<file path="config.mk">
export PLATFORM = sky130hd
export DESIGN_NAME = pft_exec
export DESIGN_NICKNAME = d
export VERILOG_FILES = /design/src/rtl/pft_pkg.sv /design/src/rtl/pft_exec.sv
export SDC_FILE = /design/constraint.sdc
export NUM_CORES = 2
export LEC_CHECK = 0
export ABC_AREA = 1
export BUFFER_PORTS_ARGS = -buffer_cell sky130_fd_sc_hd__buf_2
export CAP_MARGIN = 5
export CORE_ASPECT_RATIO = 1.1
export CORE_MARGIN = 1
export CORE_UTILIZATION = 29
export CTS_CLUSTER_DIAMETER = 60
export DETAILED_ROUTE_END_ITERATION = 12
export PLACE_DENSITY = 0.55
export SETUP_SLACK_MARGIN = 0.5
export SYNTH_ARGS = -nofsm -noshare
export SYNTH_HDL_FRONTEND = slang
export SYNTH_SLANG_ARGS = --single-unit
</file>
<file path="constraint.sdc">
create_clock -name mclk_in -period 3.4 [get_ports mclk_in]
set_input_delay 0.85 -clock mclk_in [delete_from_list [all_inputs] [get_ports mclk_in]]
set_output_delay 0.85 -clock mclk_in [all_outputs]
set_load 0.03 [all_outputs]
</file>
<file path="src/rtl/pft_pkg.sv">
// pft_pkg: constants for the program flow and trap execution block
// assumes a 16-bit word machine with byte addresses, stack in memory
package pft_pkg;
	localparam int unsigned WORD_W = 16;
	// trap vector addresses (octal)
	localparam logic [15:0] VEC_ILLEGAL = 16'o4;
	localparam logic [15:0] VEC_RESERVED = 16'o10;
	localparam logic [15:0] VEC_BREAKPOINT = 16'o14;
	localparam logic [15:0] VEC_IO = 16'o20;
	localparam logic [15:0] VEC_EMULATOR = 16'o30;
	localparam logic [15:0] VEC_SOFTWARE = 16'o34;
	localparam logic [15:0] WORD_STEP = 16'h0002;
	localparam logic [15:0] ONE_WORD = 16'h0001;
	// opcode patterns
	localparam logic [15:0] OPC_JUMP = 16'o000100;
	localparam logic [15:0] MSK_JUMP = 16'o177700;
	localparam logic [15:0] OPC_CALL = 16'o004000;
	localparam logic [15:0] MSK_CALL = 16'o177000;
	localparam logic [15:0] OPC_RET = 16'o000200;
	localparam logic [15:0] MSK_RET = 16'o177770;
	localparam logic [15:0] OPC_LOOP = 16'o077000;
	localparam logic [15:0] MSK_LOOP = 16'o177000;
	localparam logic [15:0] OPC_EMT = 16'o104000;
	localparam logic [15:0] MSK_EMT = 16'o177400;
	localparam logic [15:0] OPC_SWT = 16'o104400;
	localparam logic [15:0] OPC_BPT = 16'o000003;
	localparam logic [15:0] OPC_IOT = 16'o000004;
	localparam logic [15:0] OPC_RTI = 16'o000002;
	localparam logic [15:0] OPC_RTT = 16'o000006;
	localparam logic [15:0] OPC_MARK = 16'o006400;
	localparam logic [15:0] MSK_MARK = 16'o177700;
	localparam logic [15:0] PSW_RESET = 16'h0000;
	// status word fields
	localparam int unsigned PSW_CM_HI = 15;
	localparam int unsigned PSW_CM_LO = 14;
	localparam int unsigned PSW_PM_HI = 13;
	localparam int unsigned PSW_PM_LO = 12;
	localparam int unsigned PSW_REGSET = 11;
	localparam int unsigned PSW_TRACE = 4;
	localparam logic [1:0] MODE_KERNEL = 2'b00;
	localparam logic [1:0] MODE_SUPER = 2'b01;
	localparam logic [1:0] MODE_USER = 2'b11;
	localparam logic [2:0] REG_FIVE = 3'd5;
	localparam logic [2:0] REG_SP = 3'd6;
	localparam logic [2:0] REG_PC = 3'd7;
	localparam logic [2:0] MODE0 = 3'd0;
	localparam logic [2:0] MODE_AUTOINC_DEF = 3'd3;
	typedef enum logic [3:0] {
		PFT_IDLE = 4'b0000,
		PFT_PUSH1 = 4'b0001,
		PFT_PUSH2 = 4'b0011,
		PFT_VEC1 = 4'b0010,
		PFT_VEC2 = 4'b0110,
		PFT_POP1 = 4'b0111,
		PFT_POP2 = 4'b0101,
		PFT_DONE = 4'b0100
	} pft_state_t;
	typedef enum logic [2:0] {
		OPK_CALL = 3'd0,
		OPK_TRAP = 3'd1,
		OPK_RET = 3'd2,
		OPK_RTI = 3'd3,
		OPK_RTT = 3'd4,
		OPK_MARK = 3'd5
	} pft_kind_t;
endpackage : pft_pkg

</file>
<file path="src/rtl/pft_exec.sv">
// pft_exec: execution of jump, call, return, loop, trap and mark ops
// assumes a decoder supplies the instruction word and the computed
// destination address; memory answers a read while its strobe stands
//
// Summary of operation
// - jump loads pc; mode 0 traps vector 4
// - register deferred jump goes to register value
// - call: temp, push link, link=pc, pc=temp
// - call with mode 0 traps vector 10
// - call pc via (sp)+ deferred swaps stack top
// - call through pc changes only sp, pc
// - return: pc from register, pop into register
// - loop op decrements, branches back if nonzero
// - traps push status, pc; load vector pair
// - opcodes 104000-104377 trap through 30/32
// - opcodes 104400-104777 trap through 34/36
// - breakpoint trap uses vector 14/16
// - io trap uses vector 20/22
// - interrupt return pops pc, status; trace now
// - trap return delays trace one instruction
// - returned mode fields limited by current mode
// - register set bit sticky outside kernel
// - mark sets sp, pc=r5, pops r5
// - trace bit 4 traps via 14 after instruction
// - active stack chosen by current mode
//
// Decided for this implementation: the address-and-strobe port and the register offsets.
`timescale 1ns/1ps
module pft_exec
	import pft_pkg::*;
(
	input wire logic mclk_in,
	input wire logic srst_in,
	input wire logic start_in,
	input wire logic [15:0] instr_in,
	input wire logic [15:0] dest_in,
	input wire logic [15:0] mem_rdata_in,
	output logic busy_out,
	output logic done_out,
	output logic trace_trap_out,
	output logic mem_rd_out,
	output logic mem_wr_out,
	output logic mem_data_space_out,
	output logic [15:0] mem_addr_out,
	output logic [15:0] mem_wdata_out,
	output logic [15:0] pc_out,
	output logic [15:0] psw_out,
	output logic [15:0] sp_out,
	output logic [1:0] stack_mode_out
);
	typedef struct packed {
		pft_state_t st;
		pft_kind_t kind;
		logic [15:0] pc;
		logic [15:0] processor_status_word;
		logic [15:0] tmp;
		logic [15:0] vec;
		logic [5:0][15:0] gpr;
		logic [15:0] sp_k;
		logic [15:0] sp_s;
		logic [15:0] sp_u;
		logic [2:0] link;
		logic swap;
		logic busy;
		logic done;
		logic trace;
		logic rd;
		logic wr;
		logic [15:0] addr;
		logic [15:0] wdata;
		logic [15:0] sp;
		logic dspace;
	} pft_state_reg_t;

	pft_state_reg_t s_q, s_d;

	// register file read including sp and pc
	function automatic logic [15:0] reg_rd(input pft_state_reg_t s,
			input logic [2:0] r);
		logic [15:0] v;
		v = s.pc;
		if (r == REG_SP) begin
			v = sp_sel(s);
		end else if (r != REG_PC) begin
			v = s.gpr[r];
		end
		return v;
	endfunction : reg_rd

	// active stack pointer from the current mode field
	function automatic logic [15:0] sp_sel(input pft_state_reg_t s);
		logic [15:0] v;
		v = s.sp_k;
		case (s.processor_status_word[PSW_CM_HI:PSW_CM_LO])
			MODE_SUPER: v = s.sp_s;
			MODE_USER: v = s.sp_u;
			default: v = s.sp_k;
		endcase
		return v;
	endfunction : sp_sel

	// write into register file, sp goes to the active stack
	function automatic pft_state_reg_t reg_wr(input pft_state_reg_t s,
			input logic [2:0] r, input logic [15:0] v);
		pft_state_reg_t o;
		o = s;
		if (r == REG_PC) begin
			o.pc = v;
		end else if (r == REG_SP) begin
			case (s.processor_status_word[PSW_CM_HI:PSW_CM_LO])
				MODE_SUPER: o.sp_s = v;
				MODE_USER: o.sp_u = v;
				default: o.sp_k = v;
			endcase
		end else begin
			o.gpr[r] = v;
		end
		return o;
	endfunction : reg_wr

	// status word restore with mode protection
	function automatic logic [15:0] psw_restore(input logic [15:0] cur,
			input logic [15:0] nw);
		logic [15:0] v;
		logic [1:0] cm;
		v = nw;
		cm = cur[PSW_CM_HI:PSW_CM_LO];
		if (cm != MODE_KERNEL) begin
			// only modes at or below current may be loaded
			v[PSW_CM_HI:PSW_CM_LO] = nw[PSW_CM_HI:PSW_CM_LO] | cm;
			v[PSW_PM_HI:PSW_PM_LO] = nw[PSW_PM_HI:PSW_PM_LO] | cm;
			v[PSW_REGSET] = nw[PSW_REGSET] | cur[PSW_REGSET];
		end
		return v;
	endfunction : psw_restore

	logic [2:0] dmode;
	logic [2:0] dreg;
	logic [15:0] cnt;
	logic [15:0] sp_now;

	// main sequencer
	always_comb begin
		s_d = s_q;
		dmode = instr_in[5:3];
		dreg = instr_in[2:0];
		cnt = 16'h0000;
		sp_now = sp_sel(s_q);
		s_d.done = 1'b0;
		s_d.trace = 1'b0;
		s_d.rd = 1'b0;
		s_d.wr = 1'b0;
		case (s_q.st)
			PFT_IDLE: begin
				if (start_in) begin
					s_d.busy = 1'b1;
					s_d.st = PFT_PUSH1;
					s_d.kind = OPK_TRAP;
					s_d.swap = 1'b0;
					if ((instr_in & MSK_JUMP) == OPC_JUMP) begin
						if (dmode == MODE0) begin
							s_d.vec = VEC_ILLEGAL;
						end else begin
							// dest already resolves deferred register
							s_d.pc = dest_in;
							s_d.st = PFT_DONE;
						end
					end else if ((instr_in & MSK_CALL) == OPC_CALL) begin
						if (dmode == MODE0) begin
							s_d.vec = VEC_RESERVED;
						end else begin
							s_d.kind = OPK_CALL;
							s_d.tmp = dest_in;
							s_d.link = instr_in[8:6];
							s_d.swap = (instr_in[8:6] == REG_PC) &&
								(dmode == MODE_AUTOINC_DEF) &&
								(dreg == REG_SP);
							s_d.st = PFT_PUSH2;
							s_d.wr = 1'b1;
							s_d.addr = sp_now - WORD_STEP;
							s_d.wdata = reg_rd(s_q, instr_in[8:6]);
							if (s_d.swap) begin
								// pop and push cancel, sp stays put
								s_d.addr = sp_now;
								s_d.wdata = s_q.pc;
							end else begin
								s_d = reg_wr(s_d, REG_SP, sp_now - WORD_STEP);
							end
						end
					end else if ((instr_in & MSK_RET) == OPC_RET) begin
						s_d.kind = OPK_RET;
						s_d.link = dreg;
						s_d.pc = reg_rd(s_q, dreg);
						s_d.st = PFT_POP2;
						s_d.rd = 1'b1;
						s_d.addr = sp_now;
					end else if ((instr_in & MSK_LOOP) == OPC_LOOP) begin
						cnt = reg_rd(s_q, instr_in[8:6]) - ONE_WORD;
						s_d = reg_wr(s_d, instr_in[8:6], cnt);
						if (cnt != 16'h0000) begin
							s_d.pc = s_q.pc - {9'h000, instr_in[5:0], 1'b0};
						end
						s_d.st = PFT_DONE;
					end else if ((instr_in & MSK_MARK) == OPC_MARK) begin
						s_d.kind = OPK_MARK;
						cnt = s_q.pc + {9'h000, instr_in[5:0], 1'b0};
						s_d.pc = s_q.gpr[REG_FIVE];
						s_d.link = REG_FIVE;
						s_d.st = PFT_POP2;
						s_d.rd = 1'b1;
						s_d.addr = cnt;
						s_d = reg_wr(s_d, REG_SP, cnt);
					end else if ((instr_in & MSK_EMT) == OPC_EMT) begin
						s_d.vec = VEC_EMULATOR;
					end else if ((instr_in & MSK_EMT) == OPC_SWT) begin
						s_d.vec = VEC_SOFTWARE;
					end else if (instr_in == OPC_BPT) begin
						s_d.vec = VEC_BREAKPOINT;
					end else if (instr_in == OPC_IOT) begin
						s_d.vec = VEC_IO;
					end else if (instr_in == OPC_RTI || instr_in == OPC_RTT) begin
						s_d.kind = OPK_RTT;
						if (instr_in == OPC_RTI) begin
							s_d.kind = OPK_RTI;
						end
						s_d.st = PFT_POP1;
						s_d.rd = 1'b1;
						s_d.addr = sp_now;
					end else begin
						s_d.vec = VEC_RESERVED;
					end
					if (s_d.st == PFT_PUSH1) begin
						// trap: push status word first
						s_d.st = PFT_PUSH2;
						s_d.wr = 1'b1;
						s_d.addr = sp_now - WORD_STEP;
						s_d.wdata = s_q.processor_status_word;
						s_d = reg_wr(s_d, REG_SP, sp_now - WORD_STEP);
					end
				end
			end
			PFT_PUSH2: begin
				if (s_q.kind == OPK_CALL) begin
					if (!s_q.swap) begin
						s_d = reg_wr(s_d, s_q.link, s_q.pc);
					end
					s_d.pc = s_q.tmp;
					s_d.st = PFT_DONE;
				end else begin
					s_d.wr = 1'b1;
					s_d.addr = sp_now - WORD_STEP;
					s_d.wdata = s_q.pc;
					s_d = reg_wr(s_d, REG_SP, sp_now - WORD_STEP);
					s_d.st = PFT_VEC1;
				end
			end
			PFT_VEC1: begin
				s_d.rd = 1'b1;
				s_d.addr = s_q.vec;
				s_d.st = PFT_VEC2;
			end
			PFT_VEC2: begin
				if (s_q.rd && s_q.addr == s_q.vec) begin
					s_d.tmp = mem_rdata_in;
					s_d.rd = 1'b1;
					s_d.addr = s_q.vec + WORD_STEP;
				end else begin
					s_d.pc = s_q.tmp;
					s_d.processor_status_word = mem_rdata_in;
					s_d.st = PFT_DONE;
				end
			end
			PFT_POP1: begin
				s_d.pc = mem_rdata_in;
				s_d.rd = 1'b1;
				s_d.addr = sp_now + WORD_STEP;
				s_d = reg_wr(s_d, REG_SP, sp_now + WORD_STEP);
				s_d.st = PFT_POP2;
			end
			PFT_POP2: begin
				s_d = reg_wr(s_d, REG_SP, sp_now + WORD_STEP);
				if (s_q.kind == OPK_RTI || s_q.kind == OPK_RTT) begin
					s_d.processor_status_word = psw_restore(s_q.processor_status_word, mem_rdata_in);
				end else begin
					s_d = reg_wr(s_d, s_q.link, mem_rdata_in);
				end
				s_d.st = PFT_DONE;
			end
			PFT_DONE: begin
				s_d.busy = 1'b0;
				s_d.done = 1'b1;
				s_d.st = PFT_IDLE;
				// trace after rti at once, after rtt one instruction later
				if (s_q.processor_status_word[PSW_TRACE] && s_q.kind != OPK_RTT) begin
					s_d.trace = 1'b1;
				end
				if (s_d.trace) begin
					s_d.kind = OPK_TRAP;
					s_d.vec = VEC_BREAKPOINT;
					s_d.busy = 1'b1;
					s_d.done = 1'b0;
					s_d.st = PFT_PUSH2;
					s_d.wr = 1'b1;
					s_d.addr = sp_now - WORD_STEP;
					s_d.wdata = s_q.processor_status_word;
					s_d = reg_wr(s_d, REG_SP, sp_now - WORD_STEP);
				end
				if (s_q.kind == OPK_RTT) begin
					s_d.kind = OPK_TRAP;
				end
			end
			default: s_d.st = PFT_IDLE;
		endcase
		// registered copies so these outputs come from flops
		s_d.sp = sp_sel(s_d);
		s_d.dspace = s_d.rd | s_d.wr;
		if (srst_in) begin
			s_d = '0;
			s_d.st = PFT_IDLE;
			s_d.processor_status_word = PSW_RESET;
		end
	end

	// state register
	always_ff @(posedge mclk_in) begin
		s_q <= s_d;
	end

	// outputs straight from state flops
	assign busy_out = s_q.busy;
	assign done_out = s_q.done;
	assign trace_trap_out = s_q.trace;
	assign mem_rd_out = s_q.rd;
	assign mem_wr_out = s_q.wr;
	assign mem_data_space_out = s_q.dspace;
	assign mem_addr_out = s_q.addr;
	assign mem_wdata_out = s_q.wdata;
	assign pc_out = s_q.pc;
	assign psw_out = s_q.processor_status_word;
	assign sp_out = s_q.sp;
	assign stack_mode_out = s_q.processor_status_word[PSW_CM_HI:PSW_CM_LO];

	// checks
	mode_guard_a: assert property (@(posedge mclk_in) disable iff (srst_in)
		$changed(psw_out) && $past(psw_out[15:14]) == MODE_USER &&
		$past(s_q.st) == PFT_POP2 |-> psw_out[15:14] == MODE_USER)
		else $error("user mode escaped on return");
	regset_keep_a: assert property (@(posedge mclk_in) disable iff (srst_in)
		$past(s_q.st) == PFT_POP2 && $past(psw_out[11]) &&
		$past(psw_out[15:14]) != MODE_KERNEL |-> psw_out[11])
		else $error("register set bit cleared");
	push_step_a: assert property (@(posedge mclk_in) disable iff (srst_in)
		s_q.wr && !s_q.swap |-> mem_addr_out == sp_out)
		else $error("push not at predecremented sp");
	trap_seq_a: assert property (@(posedge mclk_in) disable iff (srst_in)
		s_q.st == PFT_VEC1 |=> mem_rd_out ##1 mem_rd_out ##1 s_q.st == PFT_DONE)
		else $error("vector pair not read");
	jump_mode0_a: assert property (@(posedge mclk_in) disable iff (srst_in)
		s_q.st == PFT_IDLE && start_in &&
		(instr_in & MSK_JUMP) == OPC_JUMP && instr_in[5:3] == MODE0
		|=> mem_wr_out ##1 mem_wr_out ##1 s_q.vec == VEC_ILLEGAL)
		else $error("illegal jump not trapped");
	busy_end_a: assert property (@(posedge mclk_in) disable iff (srst_in)
		start_in && !busy_out |-> ##[1:8] (done_out || trace_trap_out))
		else $error("operation did not finish");
	trace_vec_a: assert property (@(posedge mclk_in) disable iff (srst_in)
		trace_trap_out |-> ##2 mem_rd_out && mem_addr_out == VEC_BREAKPOINT)
		else $error("trace trap wrong vector");
	jump_cc_a: assert property (@(posedge mclk_in) disable iff (srst_in)
		s_q.st == PFT_IDLE && start_in &&
		(instr_in & MSK_JUMP) == OPC_JUMP && instr_in[5:3] != MODE0
		|=> pc_out == $past(dest_in) && $stable(psw_out))
		else $error("jump wrong target or flags");
	trap_cov_c: cover property (@(posedge mclk_in) s_q.st == PFT_VEC2);
	rti_cov_c: cover property (@(posedge mclk_in) s_q.kind == OPK_RTI &&
		s_q.st == PFT_DONE);
	call_cov_c: cover property (@(posedge mclk_in) s_q.kind == OPK_CALL &&
		s_q.st == PFT_PUSH2);
endmodule : pft_exec

</file>
==> results.rst <==
.. list-table::
   :header-rows: 1

   * - Metric
     - Value
   * - Run status
     - finished, final reports clean
   * - Clock-pin transition on the worst setup and hold timing paths
     - 0.05 ns
   * - Arr. time, crit path
     - 3.82 ns
   * - Register area share after synthesis
     - 18.92%
   * - Portion of total power attributed to the clock network
     - between 20% and 30%
   * - IR Drop Worst-Case VDD
     - between 0.0004 and 0.0005 V
   * - Post-layout min period
     - about 3.3 ns
   * - GR Util All Layers
     - between 40% and 50%
   * - Adder-cell area share of the yosys netlist
     - less than 1%
   * - Portion of netlist area occupied by mux cells
     - 0%
   * - Mapped Area
     - between 0.02 and 0.03 mm^2
   * - Cell type with the largest total area after synthesis
     - sky130_fd_sc_hd__dfxtp_1
   * - Routed length per placed instance
     - between 30 and 40 um
   * - H-tree depth
     - 2
   * - Via count of the first global-routing pass
     - 38550
   * - Placed inst area
     - approximately 0.035 mm^2
   * - Largest family of logic cells by synthesized area
     - compound AO/OA/AOI/OAI gates
   * - Post-Synthesis Mean Instance Area
     - around 5.8 um^2
   * - Num CTS Buffers
     - between 40 and 50
   * - Iteration-0 DRC count of the detailed router
     - about 5600
   * - Fraction of layout cells with a size suffix above 1
     - a little under a third
   * - Synthesized flop and latch total
     - between 200 and 300
   * - Final number of max-transition violations
     - 0
   * - FFs w/ async S/R, synth
     - 0%
   * - Total I/O pin count
     - roughly 140
   * - R2R Path End
     - pc_out[9]$_SDFFE_PP0P_
   * - Total power of the final layout
     - between 15000 and 20000 uW
   * - Achievable Freq
     - between 0.3 and 0.4 GHz
   * - Category of the worst setup path launch point
     - flip-flop
   * - Overall die width
     - approximately 300 um
   * - CTS tree
     - done
   * - Cell area after layout
     - ~0.040 mm^2
   * - Pin count of the biggest net entering global routing
     - 130
   * - Area share of xor/xnor cells in the synthesized design
     - under 10%
   * - Overall die area
     - between 0.09 and 0.1 mm^2
   * - Worst hold-check path type
     - flip-flop to flip-flop
   * - RD Place Congestion
     - 1.111
   * - Net Switching
     - between 7000 and 8000 uW
   * - Endpoint of the worst hold path
     - s_q[227]$_SDFFE_PP0P_
   * - Starting density of the core
     - 29.44%
   * - Internal
     - between 9000 and 10000 uW
   * - Largest fanout on the critical path
     - 7
   * - Maximum count of clock buffers along a single path
     - 3
   * - Number of buffer cells added on primary ports
     - between 100 and 150
   * - Clock latency on the worst-skew pair
     - 0.68 ns
   * - Layout Utilization
     - around 43%
   * - Final number of hold-violating endpoints
     - 0
   * - Post-Route Hold Slack
     - 0.4522 ns
   * - Cells on worst reg2reg path
     - 22
   * - Largest cells by area after synthesis
     - sky130_fd_sc_hd__dfxtp_1 19%, sky130_fd_sc_hd__nand2_1 14%, sky130_fd_sc_hd__o21ai_0 11%, sky130_fd_sc_hd__a21oi_1 11%, sky130_fd_sc_hd__inv_1 6.1%
   * - Power per standard cell area
     - roughly 420 mW/mm^2
   * - Simple-gate share of the synthesized area
     - 27.77%
   * - Root buffer selected by CTS
     - sky130_fd_sc_hd__clkbuf_16
   * - Count of distinct cell types in the synthesized netlist
     - between 70 and 80
   * - Number of vias in the routed layout
     - approximately 42000
   * - Fin crit share
     - a little over nine tenths
   * - Dominant register cell in the synthesized netlist
     - sky130_fd_sc_hd__dfxtp_1
   * - Cells after Synth
     - approximately 4700
   * - Req. time, crit path
     - between 3 and 4 ns
   * - Min-Delay Startpoint
     - s_q[227]$_SDFFE_PP0P_
   * - Critical Path Sink Type
     - flip-flop
   * - Avg Vias per Cell
     - ~6.1
   * - Count of synthesis-stage warnings from yosys
     - 0
   * - Fraction of the mapped netlist area in compound gates
     - around 37%
   * - First-pass GRT wire length
     - ~300000 um
   * - RSZ-0062 raised after global routing
     - yes
   * - Max capacitance violation total
     - 0
   * - Worst relative slew slack
     - 21.25%
   * - R2R Setup Slk
     - between 0.1 and 0.15 ns
   * - Cell count of the worst hold path
     - 2
   * - Post-synth top area share
     - 18.92%
   * - Total congestion overflow after global routing
     - 0
   * - Final routed DRC violation total
     - 0
   * - Net Count, Synth
     - between 4000 and 5000
   * - Final routed wirelength across all metal layers
     - between 200000 and 250000 um
   * - Signed area change from the synthesized netlist to the final layout
     - 45.10%
   * - Critical path class
     - flip-flop to flip-flop
   * - Antenna violations before repair
     - 15
   * - Start of the worst register-to-register path
     - psw_out[14]$_SDFF_PP0_
   * - Static leakage
     - approximately 0.018 uW
   * - Count of clock tree sinks
     - about 260
   * - Sequential share of power
     - a little over a fifth
   * - Total number of placement rows
     - 117
   * - HPWL Detailed
     - ~170000 um
   * - Die extent in y
     - 324.4 um
   * - Post-DRT Antenna Nets
     - 0
   * - Final setup violation count
     - 0
   * - Core Area
     - between 0.09 and 0.1 mm^2
   * - Worst-margin pin slew
     - 1.173 ns
   * - Combinational group share of total power
     - around half
   * - Worst-case clock skew
     - 0.04946 ns
   * - Final Net Count
     - 5594
   * - Post-synth EDFFs
     - 0
   * - Switching power share of the total
     - between 40% and 50%
   * - 1st-pass router iterations
     - 6
cell usage after synthesis (21+ instances only):
cell,n
sky130_fd_sc_hd__buf_2,50
sky130_fd_sc_hd__a21oi_1,584
sky130_fd_sc_hd__nor2_1,359
sky130_fd_sc_hd__o221ai_1,38
sky130_fd_sc_hd__nand2_1,1020
sky130_fd_sc_hd__o22ai_1,50
sky130_fd_sc_hd__clkbuf_1,235
sky130_fd_sc_hd__inv_2,35
sky130_fd_sc_hd__nor2_2,26
sky130_fd_sc_hd__a22oi_1,46
sky130_fd_sc_hd__nand4_1,29
sky130_fd_sc_hd__o211ai_1,102
sky130_fd_sc_hd__buf_4,89
sky130_fd_sc_hd__a221oi_1,34
sky130_fd_sc_hd__a31oi_1,70
sky130_fd_sc_hd__xor2_1,27
sky130_fd_sc_hd__inv_1,445
sky130_fd_sc_hd__o21ai_1,50
sky130_fd_sc_hd__nor3_1,39
sky130_fd_sc_hd__buf_1,21
sky130_fd_sc_hd__o21ai_0,613
sky130_fd_sc_hd__nand2_2,27
sky130_fd_sc_hd__o31ai_1,27
sky130_fd_sc_hd__a211oi_1,45
sky130_fd_sc_hd__nand3_1,195
sky130_fd_sc_hd__dfxtp_1,259
final cells by class:
type                            instances  area, um^2
Antenna cell                           14       35.03
Clock buffer                           57        1272
Clock inverter                         28       320.3
Fill cell                           10080       53340
Inverter                              502        2004
Multi-Input combinational cell       3580       19880
Sequential cell                       259        5197
Tap cell                             1249        1563
Timing Repair Buffer                 1136        9493
state kept, by name (all words and copies together), names as in the netlist:
name,count
trace_trap_out,1
sp_out,16
mem_data_space_out,1
mem_wdata_out,16
mem_rd_out,1
done_out,1
psw_out,16
pc_out,16
mem_addr_out,16
mem_wr_out,1
s_q,173
busy_out,1
placed cells by master, fill, tap and decap left out, drive strengths merged, types with 11 or more instances in the layout:
master   synthesis  layout
a2111oi         13      13
a211oi          45      45
a21oi          584     584
a221oi          35      35
a22oi           46      46
a311oi          15      15
a31oi           70      70
buf            173    1132
clkbuf         235      59
clkinv          18      32
dfxtp          259     259
diode            0      14
ha              16      16
inv            484     490
nand2         1052    1052
nand3          215     215
nand3b          12      12
nand4           31      31
nor2           394     394
nor3            44      44
nor4            11      11
o2111ai         17      17
o211ai         103     103
o21ai          666     666
o221ai          38      38
o22ai           50      50
o31ai           27      27
xor2            29      29
metal layers:
metal | share of wire (%) | global-route usage [%] | vias up
met2 | 42 | 66.46 | 3361
met5 | 0.019 | 0 | -
met4 | 11 | 41.01 | 6
met3 | 12 | 12.94 | 1093
li1 | - | - | 17880
met1 | 35 | 50.71 | 19540
cell families (layout without fill, tap and decap cells):
logic type | count (synthesis) | in the layout
and+or+nand+nor | 1772 | 1772
AOI/OAI and AO/OA | 1760 | 1760
buffers and inverters | 910 | 1723
DFF | 259 | 259
xor gates and xnor gates | 30 | 30
adders and majority gates | 18 | 18
other | 0 | 14
worst max-delay path, stage by stage (launching register included):
cell and delay, ns:
sky130_fd_sc_hd__dfxtp_4 0.37, sky130_fd_sc_hd__buf_6 0.12, sky130_fd_sc_hd__nand2_4 0.09, sky130_fd_sc_hd__inv_8 0.06, sky130_fd_sc_hd__buf_12 0.14, sky130_fd_sc_hd__nand2_4 0.06
sky130_fd_sc_hd__nand3_4 0.18, sky130_fd_sc_hd__buf_6 0.20, sky130_fd_sc_hd__nand2_4 0.05, sky130_fd_sc_hd__nand3_4 0.07, sky130_fd_sc_hd__buf_6 0.14, sky130_fd_sc_hd__nor2_4 0.20
sky130_fd_sc_hd__nand2_1 0.10, sky130_fd_sc_hd__nand2_2 0.08, sky130_fd_sc_hd__nand3b_1 0.20, sky130_fd_sc_hd__nor2_1 0.16, sky130_fd_sc_hd__nand3_1 0.12, sky130_fd_sc_hd__nor2_2 0.14
sky130_fd_sc_hd__nand4_2 0.12, sky130_fd_sc_hd__nand2_4 0.20, sky130_fd_sc_hd__buf_12 0.15, sky130_fd_sc_hd__nand2_1 0.06, sky130_fd_sc_hd__a21oi_2 0.14
timing repair:
action                                  4_1_cts  5_1_grt
hold endpoints to repair                      0        0
setup buffers                                61       36
gates cloned                                  2        2
gates resized for setup                     278      256
pin swaps                                    85      108
endpoints found under the setup margin      163      199
hold buffers                                  0        0
worst max-delay path by stage:
stage	start	end	slack (ns)	cells after the start
after floorplan	instr_in[6]	pc_out[10]$_SDFFE_PP0P_	0.20	24
after global placement	instr_in[6]	sp_out[15]$_SDFF_PP0_	-0.67	24
after detailed placement	instr_in[6]	sp_out[15]$_SDFF_PP0_	-0.59	24
after CTS	psw_out[15]$_SDFF_PP0_	sp_out[15]$_SDFF_PP0_	0.24	25
after global routing	psw_out[15]$_SDFF_PP0_	pc_out[6]$_SDFFE_PP0P_	0.04	23
final	psw_out[14]$_SDFF_PP0_	pc_out[9]$_SDFFE_PP0P_	0.14	22
power groups by stage:
stage	Combinational, uW	Sequential [uW]	Clock, uW
after detailed placement	6940	3600	0
after global placement	6990	3610	0
final	8220	3570	5000
after floorplan	3260	3530	0
after global routing	8440	3590	5120
after CTS	7460	3550	5000
metrics by stage:
step                TNS (ns)  setup WS [ns]  std cells
finish                     0         0.1389       6825
global route               0        0.04235       6811
CTS                        0         0.2391       6773
detailed placement    -42.39        -0.5939       6625
global placement      -42.27        -0.6726       6625
floorplan                  0         0.1981       4749
(Power assumes the default switching activity.)
